`src/rtl/wnc_cfg.svh`:
```
// Timing, field and reset constants for the wiper command controller.
// Assumes a 10 MHz core clock; included by bare name.
`ifndef WNC_CFG_SVH
`define WNC_CFG_SVH
`define WNC_CLK_HZ 10000000
`define WNC_STORE_MS 25
`define WNC_STORE_CYC ((`WNC_CLK_HZ / 1000) * `WNC_STORE_MS)
`define WNC_RDY_PULSE_CYC 4
`define WNC_FRAME_BITS 24
`define WNC_CMD_MSB 23
`define WNC_CMD_LSB 20
`define WNC_ADDR_MSB 19
`define WNC_ADDR_LSB 16
`define WNC_DATA_MSB 9
`define WNC_WIPER_MID 10'h200
`define WNC_WIPER_MAX 10'h3ff
`define WNC_WIPER_MIN 10'h000
`endif

```
`src/rtl/wnc_pkg.sv`:
```
// Types shared by the wiper command controller.
// Assumes wnc_cfg.svh supplies the constants.
package wnc_pkg;
	typedef logic [9:0] wnc_wiper_t;
	typedef logic [23:0] wnc_frame_t;
	typedef logic [3:0] wnc_cmd_t;
	typedef enum logic [1:0] {WNC_IDLE, WNC_STORE, WNC_DONE} wnc_state_e;
endpackage

```
`src/rtl/wnc_ctrl.sv`:
```
// Serial command interpreter of a nonvolatile wiper setting.
// Assumes all pins are asynchronous to core_clk; link clock far slower than core_clk.
// Link clock must stay below a quarter of core_clk, or edges are lost in the synchroniser.
// reset_n stands in for power-on; the stored value then falls back to midscale.
// Behaviour
// - Wiper position output follows the scratchpad contents only; zero means terminal B.
// - Nonvolatile store lasts 25 ms; shift register locked meanwhile.
// - Completion flag is pulled low for a pulse after a store.
// - Code 0 idles, 1 and 8 restore, 2 and 3 (address zero only) store.
// - Codes 4/5 halve, 6/7 decrement, 12/13 double, 14/15 increment.
// - Code 9 reads back nonvolatile value, code 10 the scratchpad.
// - Code 0xB with address zero loads data into scratchpad.
// - Code 0x2 writes scratchpad into nonvolatile store.
// - Other commands echo the previous 24-bit frame on serial out.
// - At reset release scratchpad reloads from nonvolatile store.
// - Nonvolatile store starts at midscale.
// - Preset low forces midscale; its rising edge restores from store.
// - Empty chip-select strobe repeats last step or shift command.
// - Write protect low blocks scratchpad changes except restores and preset.
// - Serial out released whenever chip select is high.
// - Scratchpad rewrites unlimited; store writes counted as program cycles.
// - Frames are 24 bits, most significant bit first.
// - One input bit sampled per rising link clock edge.
// - Frame decoded only when chip select rises.
// - Completion flag marks 1, 2, 3, 8, 9, 10 and preset.
`timescale 1ns/1ns
`default_nettype none
`include "wnc_cfg.svh"
module wnc_ctrl
	import wnc_pkg::*;
#(
	parameter int STORE_CYC = `WNC_STORE_CYC
) (
	input wire logic core_clk,
	input wire logic reset_n,
	input wire logic link_clk,
	input wire logic chip_sel_n,
	input wire logic ser_in,
	output logic ser_out_o,
	output logic ser_out_oe,
	input wire logic write_prot_n,
	input wire logic preset_strobe_n,
	output logic ready_o,
	output logic ready_oe,
	output logic [9:0] wiper_pos,
	output logic [15:0] program_cycles
);
	// ----------------------------------------
	// Pin synchronisers
	// ----------------------------------------
	logic [1:0] clk_s, cs_s, din_s, wp_s, pr_s;
	logic clk_q, cs_q, pr_q;
	// Two flops per pin; the second stage is read, with a third held for clock, select and preset edges
	always_ff @(posedge core_clk or negedge reset_n) begin
		if (!reset_n) begin
			clk_s <= 2'h0;
			cs_s <= 2'h3;
			din_s <= 2'h0;
			wp_s <= 2'h3;
			pr_s <= 2'h3;
			clk_q <= 1'b0;
			cs_q <= 1'b1;
			pr_q <= 1'b1;
		end else begin
			clk_s <= {clk_s[0], link_clk};
			cs_s <= {cs_s[0], chip_sel_n};
			din_s <= {din_s[0], ser_in};
			wp_s <= {wp_s[0], write_prot_n};
			pr_s <= {pr_s[0], preset_strobe_n};
			clk_q <= clk_s[1];
			cs_q <= cs_s[1];
			pr_q <= pr_s[1];
		end
	end
	// Synchronised levels, and edges against the held third stage
	wire cs_low = !cs_s[1];
	wire clk_rise = clk_s[1] && !clk_q;
	wire cs_rise = cs_s[1] && !cs_q;
	wire pr_low = !pr_s[1];
	wire pr_rise = pr_s[1] && !pr_q;
	wire wp_on = !wp_s[1];
	// ----------------------------------------
	// Arithmetic helpers
	// ----------------------------------------
	// Saturating wiper adjustments, never wrap
	function automatic wnc_wiper_t adjust(input wnc_wiper_t v, input wnc_cmd_t c);
		wnc_wiper_t r;
		r = v;
		case (c)
			4'h4, 4'h5: r = v >> 1;
			4'h6, 4'h7: r = (v == `WNC_WIPER_MIN) ? v : v - 10'h001;
			4'hc, 4'hd: r = v[`WNC_DATA_MSB] ? `WNC_WIPER_MAX : {v[`WNC_DATA_MSB - 1:0], 1'b0};
			4'he, 4'hf: r = (v == `WNC_WIPER_MAX) ? v : v + 10'h001;
			default: r = v;
		endcase
		return r;
	endfunction
	// Steps and shifts are the commands an empty strobe may replay
	function automatic logic is_repeatable(input wnc_cmd_t c);
		return (c >= 4'h4 && c <= 4'h7) || (c >= 4'hc);
	endfunction
	// ----------------------------------------
	// Serial shifter
	// ----------------------------------------
	wnc_state_e state, next_state;
	wnc_frame_t shift, echo, out_sr;
	logic [4:0] bit_cnt;
	logic got_bits;
	// Shifter frozen for the whole store
	wire locked = (state == WNC_STORE);
	always_ff @(posedge core_clk or negedge reset_n) begin
		if (!reset_n) begin
			shift <= 24'h000000;
			bit_cnt <= 5'h00;
			got_bits <= 1'b0;
			out_sr <= 24'h000000;
		end else if (cs_low && clk_rise && !locked) begin
			shift <= {shift[`WNC_CMD_MSB - 1:0], din_s[1]};
			out_sr <= {out_sr[`WNC_CMD_MSB - 1:0], 1'b0};
			got_bits <= 1'b1;
			bit_cnt <= (bit_cnt == 5'(`WNC_FRAME_BITS - 1)) ? 5'h00 : bit_cnt + 5'h01;
		end else if (cs_rise) begin
			bit_cnt <= 5'h00;
			got_bits <= 1'b0;
		end else if (!cs_low) begin
			out_sr <= echo;
		end
	end
	// released while deselected
	// Open drain: a one bit leaves the line to its pull-up, a zero pulls it low
	assign ser_out_oe = cs_low && !out_sr[`WNC_CMD_MSB];
	assign ser_out_o = 1'b0;
	// ----------------------------------------
	// Decode on chip-select rise
	// ----------------------------------------
	wnc_cmd_t cmd, last_cmd;
	wnc_wiper_t scratch, nv_val;
	// Store timer sized from the store length
	logic [STORE_CYC > 1 ? $clog2(STORE_CYC) : 1:0] store_cnt;
	logic [2:0] rdy_cnt;
	logic last_ok;
	// Scratchpad copy taken when a store starts
	wnc_wiper_t store_val;
	// execute on chip-select rise
	// A frame counts only when a whole multiple of 24 bits arrived
	wire frame_ok = cs_rise && got_bits && (bit_cnt == 5'h00) && !locked;
	wire strobe_rep = cs_rise && !got_bits && last_ok && !locked;
	// Empty strobe replays the remembered command
	assign cmd = strobe_rep ? last_cmd : shift[`WNC_CMD_MSB:`WNC_CMD_LSB];
	wire exec = frame_ok || strobe_rep;
	wire is_addr0 = (shift[`WNC_ADDR_MSB:`WNC_ADDR_LSB] == 4'h0);
	wire do_restore = exec && (cmd == 4'h1 || cmd == 4'h8);
	wire do_store = exec && !wp_on && (cmd == 4'h2 || (cmd == 4'h3 && is_addr0));
	wire do_write = exec && !wp_on && cmd == 4'hb && is_addr0;
	wire do_adj = exec && !wp_on && is_repeatable(cmd);
	wire done_evt = (exec && (cmd == 4'h1 || cmd == 4'h8 || cmd == 4'h9 || cmd == 4'ha))
		|| pr_rise;
	logic boot;
	always_ff @(posedge core_clk or negedge reset_n) begin
		if (!reset_n) begin
			nv_val <= `WNC_WIPER_MID;
			scratch <= `WNC_WIPER_MID;
			boot <= 1'b1;
			last_cmd <= 4'h0;
			last_ok <= 1'b0;
			echo <= 24'h000000;
		end else begin
			boot <= 1'b0;
			// preset forces midscale, restores on rise
			if (pr_low)
				scratch <= `WNC_WIPER_MID;
			else if (boot || pr_rise || do_restore)
				scratch <= nv_val;
			else if (do_write)
				scratch <= shift[`WNC_DATA_MSB:0];
			else if (do_adj)
				scratch <= adjust(scratch, cmd);
			// value committed at end of store time
			if (state == WNC_STORE && store_cnt == '0)
				nv_val <= store_val;
			if (frame_ok) begin
				last_cmd <= shift[`WNC_CMD_MSB:`WNC_CMD_LSB];
				last_ok <= is_repeatable(shift[`WNC_CMD_MSB:`WNC_CMD_LSB]);
			end
			// Readback words are zero-padded to a full frame
			// readback or echo
			if (frame_ok) begin
				if (cmd == 4'h9)
					echo <= {14'h0000, nv_val};
				else if (cmd == 4'ha)
					echo <= {14'h0000, scratch};
				else
					echo <= shift;
			end
		end
	end
	assign wiper_pos = scratch;
	// ----------------------------------------
	// Store timing and completion flag
	// ----------------------------------------
	always_comb begin
		next_state = state;
		case (state)
			WNC_IDLE: if (do_store) next_state = WNC_STORE;
			WNC_STORE: if (store_cnt == '0) next_state = WNC_DONE;
			WNC_DONE: next_state = WNC_IDLE;
			default: next_state = WNC_IDLE;
		endcase
	end
	always_ff @(posedge core_clk or negedge reset_n) begin
		if (!reset_n) begin
			state <= WNC_IDLE;
			store_cnt <= '0;
			rdy_cnt <= 3'h0;
			program_cycles <= 16'h0000;
			store_val <= `WNC_WIPER_MID;
		end else begin
			state <= next_state;
			// Value latched at start, so a preset during the store cannot alter it
			if (do_store && state == WNC_IDLE) begin
				store_cnt <= ($bits(store_cnt))'(STORE_CYC - 1);
				store_val <= scratch;
			end else if (store_cnt != '0)
				store_cnt <= store_cnt - 1'b1;
			if (state == WNC_DONE)
				program_cycles <= program_cycles + 16'h0001;
			if (state == WNC_DONE || done_evt)
				rdy_cnt <= 3'(`WNC_RDY_PULSE_CYC);
			else if (rdy_cnt != 3'h0)
				rdy_cnt <= rdy_cnt - 3'h1;
		end
	end
	// Open-drain flag: pulled low while the pulse counter runs
	assign ready_o = 1'b0;
	assign ready_oe = (rdy_cnt != 3'h0);
endmodule // wnc_ctrl
`default_nettype wire

```
`config.mk`:
```
export PLATFORM = sky130hd
export DESIGN_NAME = wnc_ctrl
export DESIGN_NICKNAME = d
export VERILOG_FILES = /design/src/rtl/wnc_pkg.sv /design/src/rtl/wnc_ctrl.sv
export VERILOG_INCLUDE_DIRS = /design/src /design/src/rtl
export SDC_FILE = /design/constraint.sdc
export NUM_CORES = 1
export LEC_CHECK = 0
export BUFFER_PORTS_ARGS = -buffer_cell sky130_fd_sc_hd__clkbuf_2
export CORE_AREA = 2 2 159 122
export CTS_CLUSTER_DIAMETER = 120
export DETAILED_ROUTE_END_ITERATION = 7
export DIE_AREA = 0 0 161 124
export SLEW_MARGIN = 20
export SYNTH_ARGS = -nofsm -noshare
export SYNTH_HDL_FRONTEND = slang
export SYNTH_SLANG_ARGS = --single-unit
```
`constraint.sdc`:
```
create_clock -name core_clk -period 4.3 [get_ports core_clk]
set_clock_uncertainty 0.15 [all_clocks]
set_input_delay 0.86 -clock core_clk [delete_from_list [all_inputs] [get_ports core_clk]]
set_output_delay 0.86 -clock core_clk [all_outputs]
set_load 0.01 [all_outputs]
```
Yosys cells after proc, flatten, opt, wreduce, memory -nomap -nowiden
Cells that the tools add are included.
W data, S select, Z words.
{"block": "totals", "elab_cells": 147, "input_bits": 7, "ff_bits": 167}
{"block": "classes", "add_sub_neg": 6, "mux": 26, "magnitude_cmp": 6, "n_eq_ne": 26, "reduce_logical": 60}
{"operator": "$mux W24", "count": 5}
{"operator": "$mux W10", "count": 7}
{"operator": "$pmux W10 S4", "count": 1}
{"operator": "$mux W19", "count": 2}
{"operator": "$eq A4 B4 Y1 const B", "count": 8}
{"operator": "$logic_and A1 B1 Y1", "count": 24}
{"operator": "$logic_not A19 Y1", "count": 1}
{"operator": "$reduce_bool A19 Y1", "count": 1}
{"operator": "$sub A19 B1 Y19 const B", "count": 1}
{"operator": "$add A16 B1 Y16 const B", "count": 1}
{"operator": "$eq A4 B3 Y1 const B", "count": 4}
{"operator": "$mux W5", "count": 3}
{"operator": "$logic_or A1 B1 Y1", "count": 11}
{"operator": "$add A10 B1 Y10 const B", "count": 1}
{"operator": "$eq A10 B10 Y1 const B", "count": 1}
{"operator": "$logic_not A10 Y1", "count": 1}
{"operator": "$ne A5 B5 Y1 const B", "count": 2}
{"operator": "$sub A10 B1 Y10 const B", "count": 1}
{"operator": "$eq A4 B2 Y1 const B", "count": 2}
{"operator": "$ge A4 B3 Y1 const B", "count": 2}
{"operator": "$ge A4 B4 Y1 const B", "count": 2}
{"operator": "$le A4 B3 Y1 const B", "count": 2}
{"operator": "$reduce_bool A2 Y1", "count": 4}
{"operator": "$reduce_or A2 Y1", "count": 4}
{"operator": "22 further kinds", "count": 33}

Logic depth before layout (Yosys ltp)
{"block": "logic_depth", "word_depth": 14, "depth_mapped": 12, "ltp_nobuf": 11}

Least setup slack after synthesis
No wires, ideal clock.
{"block": "synth_timing", "path_type": "register -> register", "from": "register cs_q", "to": "register scratch[8], in the netlist wiper_pos[8]", "path_slack_ps": 894, "setup_ps": 138, "path_stages_with_launch": 12, "arrival_ps": 3118, "cell_sequence": "dfstp_2 -> and2b_1 -> a31oi_1 -> nor2_1 -> xnor2_1 -> ha_1 -> or4_2 -> nor4_1 -> a21oi_1 -> xnor2_1 -> a2111oi_0 -> o32ai_1"}
{"block": "synth_via", "elab_chain_len": 13, "word_cells_on_any_way": 47, "classes_between": "3 x order compare; 15 x eq/ne; 6 x mux; 23 x reduce/logical"}
{"element": "start: declaration", "line": "wnc_ctrl.sv:52", "text": "logic clk_q, cs_q, pr_q;"}
{"element": "start signal: assignment", "line": "wnc_ctrl.sv:71", "text": "cs_q <= cs_s[1];"}
{"element": "$logic_not A1 Y1 (*)", "line": "wnc_ctrl.sv:78", "text": "wire cs_rise = cs_s[1] && !cs_q;"}
{"element": "$logic_and A1 B1 Y1 (*)", "line": "wnc_ctrl.sv:78"}
{"element": "$logic_and A1 B1 Y1 (3 in a row)", "line": "wnc_ctrl.sv:147", "text": "wire strobe_rep = cs_rise && !got_bits && last_ok && !locked;"}
{"element": "$mux W4", "line": "wnc_ctrl.sv:149", "text": "assign cmd = strobe_rep ? last_cmd : shift[`WNC_CMD_MSB:`WNC_CMD_LSB];"}
{"element": "$eq A4 B4 Y1 / $eq A4 B3 Y1 (equally long branches)", "line": "wnc_ctrl.sv:89", "text": "case (c)"}
{"element": "$reduce_or A2 Y1", "line": "wnc_ctrl.sv:89"}
{"element": "$pmux W10 S4", "line": "wnc_ctrl.sv:89"}
{"element": "$mux W10", "line": "wnc_ctrl.sv:176", "text": "else if (do_adj)"}
{"element": "$mux W10", "line": "wnc_ctrl.sv:174", "text": "else if (do_write)"}
{"element": "$mux W10", "line": "wnc_ctrl.sv:172", "text": "else if (boot || pr_rise || do_restore)"}
{"element": "$mux W10", "line": "wnc_ctrl.sv:170", "text": "if (pr_low)"}
{"element": "end signal: assignment", "line": "wnc_ctrl.sv:171", "text": "scratch <= `WNC_WIPER_MID;"}
{"element": "end signal: assignment", "line": "wnc_ctrl.sv:173", "text": "scratch <= nv_val;"}
{"element": "end signal: assignment", "line": "wnc_ctrl.sv:175", "text": "scratch <= shift[`WNC_DATA_MSB:0];"}
{"element": "end: declaration", "line": "wnc_ctrl.sv:137", "text": "wnc_wiper_t scratch, nv_val;"}
Every way passes the cells marked *; elsewhere a longest branch is shown, timed or not. The select of a mux whose other input is x is not followed.
A chain may end at the register's enable or synchronous reset.

Worst setup path in the final report
{"block": "layout_timing", "from": "register got_bits", "to": "register scratch[8], in the netlist wiper_pos[8]"}
{"block": "layout_via", "elab_chain_len": 12, "word_cells_on_any_way": 46, "classes_between": "3 x order compare; 15 x eq/ne; 6 x mux; 22 x reduce/logical"}
{"element": "start: declaration", "line": "wnc_ctrl.sv:108", "text": "logic got_bits;"}
{"element": "start signal: assignment", "line": "wnc_ctrl.sv:115", "text": "got_bits <= 1'b0;"}
{"element": "start signal: assignment", "line": "wnc_ctrl.sv:120", "text": "got_bits <= 1'b1;"}
{"element": "start signal: assignment", "line": "wnc_ctrl.sv:124", "text": "got_bits <= 1'b0;"}
{"element": "$logic_not A1 Y1", "line": "wnc_ctrl.sv:147"}
{"element": "$logic_and A1 B1 Y1 (3 in a row)", "line": "wnc_ctrl.sv:147"}
{"element": "$mux W4", "line": "wnc_ctrl.sv:149"}
{"element": "$eq A4 B4 Y1 / $eq A4 B3 Y1 (equally long branches)", "line": "wnc_ctrl.sv:89"}
{"element": "$reduce_or A2 Y1", "line": "wnc_ctrl.sv:89"}
{"element": "$pmux W10 S4", "line": "wnc_ctrl.sv:89"}
{"element": "$mux W10", "line": "wnc_ctrl.sv:176"}
{"element": "$mux W10", "line": "wnc_ctrl.sv:174"}
{"element": "$mux W10", "line": "wnc_ctrl.sv:172"}
{"element": "$mux W10", "line": "wnc_ctrl.sv:170"}
Several ways; a longest one is shown, not always the timed one. The select of a mux whose other input is x is not followed.

==> results.py <==
metrics = {
    "final_layout": {
        "area_delta_synth_final_pct": 11.8,
        "fill_cells": 1696,
        "design_area_um2": 9140,
        "final-seq-area_um2": 4190,
        "n_antenna_cell": 0,
        "finalNetCount": 869,
        "multi_input_area_um2": 3650,
        "drive_gt1_share_pct": 14.5,
        "final_cell_mix": "nand2_1, dfrtp_1, nor2_1",
        "mostFrequentLayoutCell": "nand2_1",
        "utilization_pct": 50.0,
    },
    "detailed_routing": {
        "drtAntennaViolNets": 0,
        "first_pass_iters": 6,
        "viasPerCell": 5.62,
        "routed_wl_um": 19600,
        "drt_iter0_markers": 673,
        "wl_per_cell_um": 17.6,
        "drc": 0,
        "vias": 6268,
    },
    "floorplanning": {
        "dieWidth_um": 161,
        "ioPinCount": 37,
        "fp-row-count": 43,
        "fp.dieArea_um2": 20000,
        "initial_core_util_pct": 44.7,
        "die_h_um": 124,
        "placeableCoreArea_um2": 18300,
    },
    "cts": {
        "cts.repair.resized": 0,
        "clk_path_buf_depth": 2,
        "worstSkewPairLatency_ns": 0.43,
        "cts.sinks": 167,
        "cts_made_buffers": 17,
        "cts_root_buffer": "clkbuf_16",
        "h-tree-depth": 4,
        "postCtsSetupBuffers": 0,
        "hold_buffers": 0,
        "cts_tree": "built",
        "clkTransAtPathRegs_ns": 0.07,
    },
    "timing": {
        "setup-violations-final": 0,
        "fin_crit_ns": 3.96,
        "worstMarginPinSlew_ns": 0.916,
        "slew_headroom_pct": 39.0,
        "slew_violations": 0,
        "finalHoldViolations": 0,
        "post-route-period-util_pct": 92.1,
        "grt_setup_unrepaired": "no",
        "fmax_ghz": 0.252,
        "tns_ns": 0,
    },
    "setup_path": {
        "crit_type": "flop to flop",
        "cp-end-kind": "flop",
        "crit_fanout": 10,
        "regToRegSetupSlack_ns": 0.34,
        "arrival_ns": 4.11,
        "required_ns": 4.45,
        "worstSetupStartpointType": "flop",
    },
    "global_route": {
        "grt_max_degree": 99,
        "grt_pass1_wl_um": 32500,
        "grt_use_total_pct": 20.9,
        "first_global_vias": 6045,
        "antenna_found_initial": 0,
        "grt_overflow_total": 0,
    },
    "synth": {
        "synth_edf_count": 0,
        "synthTopCellsByArea": "dfrtp_1, nand2_1, mux2i_1, dfstp_2, o21ai_0",
        "synth_ff_type": "dfrtp_1",
        "synth_top_area_share_pct": 47.4,
        "syn_inst": 833,
        "ys_warn_count": 0,
        "synth_area_per_cell_um2": 9.82,
        "post-synth-top-area-cell": "dfrtp_1",
        "ys_types": 73,
        "synth_seq_cells": 167,
        "synth_async_sr_flop_share_pct": 100,
        "synth_seq_area_share_pct": 51.3,
        "netlist_area_um2": 8180,
    },
    "pwr": {
        "vdd_drop_max_mv": 0.211,
        "powerDensity_nw_per_um2": 396,
        "power_mw": 3.62,
        "power.leakage_nw": 4.46,
    },
    "place": {
        "dp_hpwl_um": 13300,
        "globalplace.congestion": 0.898,
        "placed_area_um2": 8560,
        "portBuffers": 34,
    },
    "min_path": {
        "hold_path.class": "flop to flop",
    },
    "run": {
        "drv_cap": 0,
    },
    "status": {
        "outcome": "complete, no violations",
    },
}
path summary, 6_finish.rpt:
kind	start	end	depth (start not counted)
min in group asynchronous	reset_n	clk_s[0]	1
worst min register to register	clk_s[0]	clk_s[1]	0
worst max register to register	got_bits	wiper_pos[8]	11
worst min-delay path	clk_s[0]	clk_s[1]	0
max in group asynchronous	reset_n	rdy_cnt[1]	2
worst max-delay path	got_bits	wiper_pos[8]	11
final cells by class:
type	count	share of cell area (%)
Sequential cell	167	45.9
Multi-Input combinational cell	595	39.9
Clock buffer	17	4.65
Timing Repair Buffer	52	3.55
Tap cell	247	3.38
Clock inverter	15	1.74
Inverter	22	0.903
cells in the mapped netlist (all sizes together), types with 8 or more instances:
master / n
mux2i: 42
nand4: 8
buf: 19
mux2: 14
nand3: 13
a22o: 11
a211oi: 15
dfrtp: 155
a21oi: 14
nor3: 10
or4: 14
xor2: 11
nor2: 62
a31oi: 11
o21ai: 62
dfstp: 12
nand2: 164
nor4: 13
clkbuf: 32
a21o: 11
xnor2: 23
inv: 22
metrics by stage:
step / std cells / setup WS (ns) / hold WS [ns]
4_1_cts: 1115 / 0.321 / 0.204
6_report: 1115 / 0.338 / 0.202
3_5_place_dp: 1083 / 0.394 / 0.188
2_1_floorplan: 835 / 0.894 / 0.181
5_1_grt: 1115 / 0.00590 / 0.209
3_3_place_gp: 1083 / 0.497 / 0.186
sequential cells by signal, indices dropped and copies added (netlist names), 2 cells and up:
register,cells
state,2
nv_val,10
cs_s,2
shift,24
bit_cnt,5
rdy_cnt,3
din_s,2
program_cycles,16
store_cnt,19
store_val,10
last_cmd,4
pr_s,2
out_sr,24
clk_s,2
wp_s,2
wiper_pos,10
echo,24
worst max-delay path, stage by stage, from the launching register on:
cell       delay, ns
dfrtp_1         0.43
nand2b_1        0.32
nor4_4          0.61
nor2_1          0.20
xnor2_1         0.18
ha_1            0.23
or4_2           0.59
nor4_1          0.20
a21oi_1         0.09
xnor2_1         0.13
a2111oi_0       0.50
o32ai_1         0.17
logic make-up (layout without fill, tap and decap cells):
group | after synthesis | after routing | synth area share (%)
and+or+nand+nor | 325 | 325 | 18.7
AOI/OAI and AO/OA | 170 | 170 | 14.0
DFF | 167 | 167 | 51.3
buffers and inverters | 73 | 106 | 4.24
muxes | 56 | 56 | 7.07
xor gates and xnor gates | 34 | 34 | 3.64
adders and majority gates | 7 | 7 | 1.07
other | 1 | 3 | 0.0458
metal layers:
metal / up-vias / GRT usage [%] / part of all wire [%]
li1: 2955 / - / -
met1: 3061 / 30.5 / 49
met2: 214 / 31.3 / 43
met3: 38 / 4.06 / 6.2
met4: 0 / 6.75 / 1.7
met5: - / 0 / 0
power breakdown:
part | switching [mW] | total (mW) | internal, mW
clock | 0.705 | 1.53 | 0.825
combinational | 0.206 | 0.350 | 0.144
sequential | 0.0762 | 1.74 | 1.67
total | 0.987 | 3.62 | 2.64
Note: power is estimated with default switching activity, not from simulation.
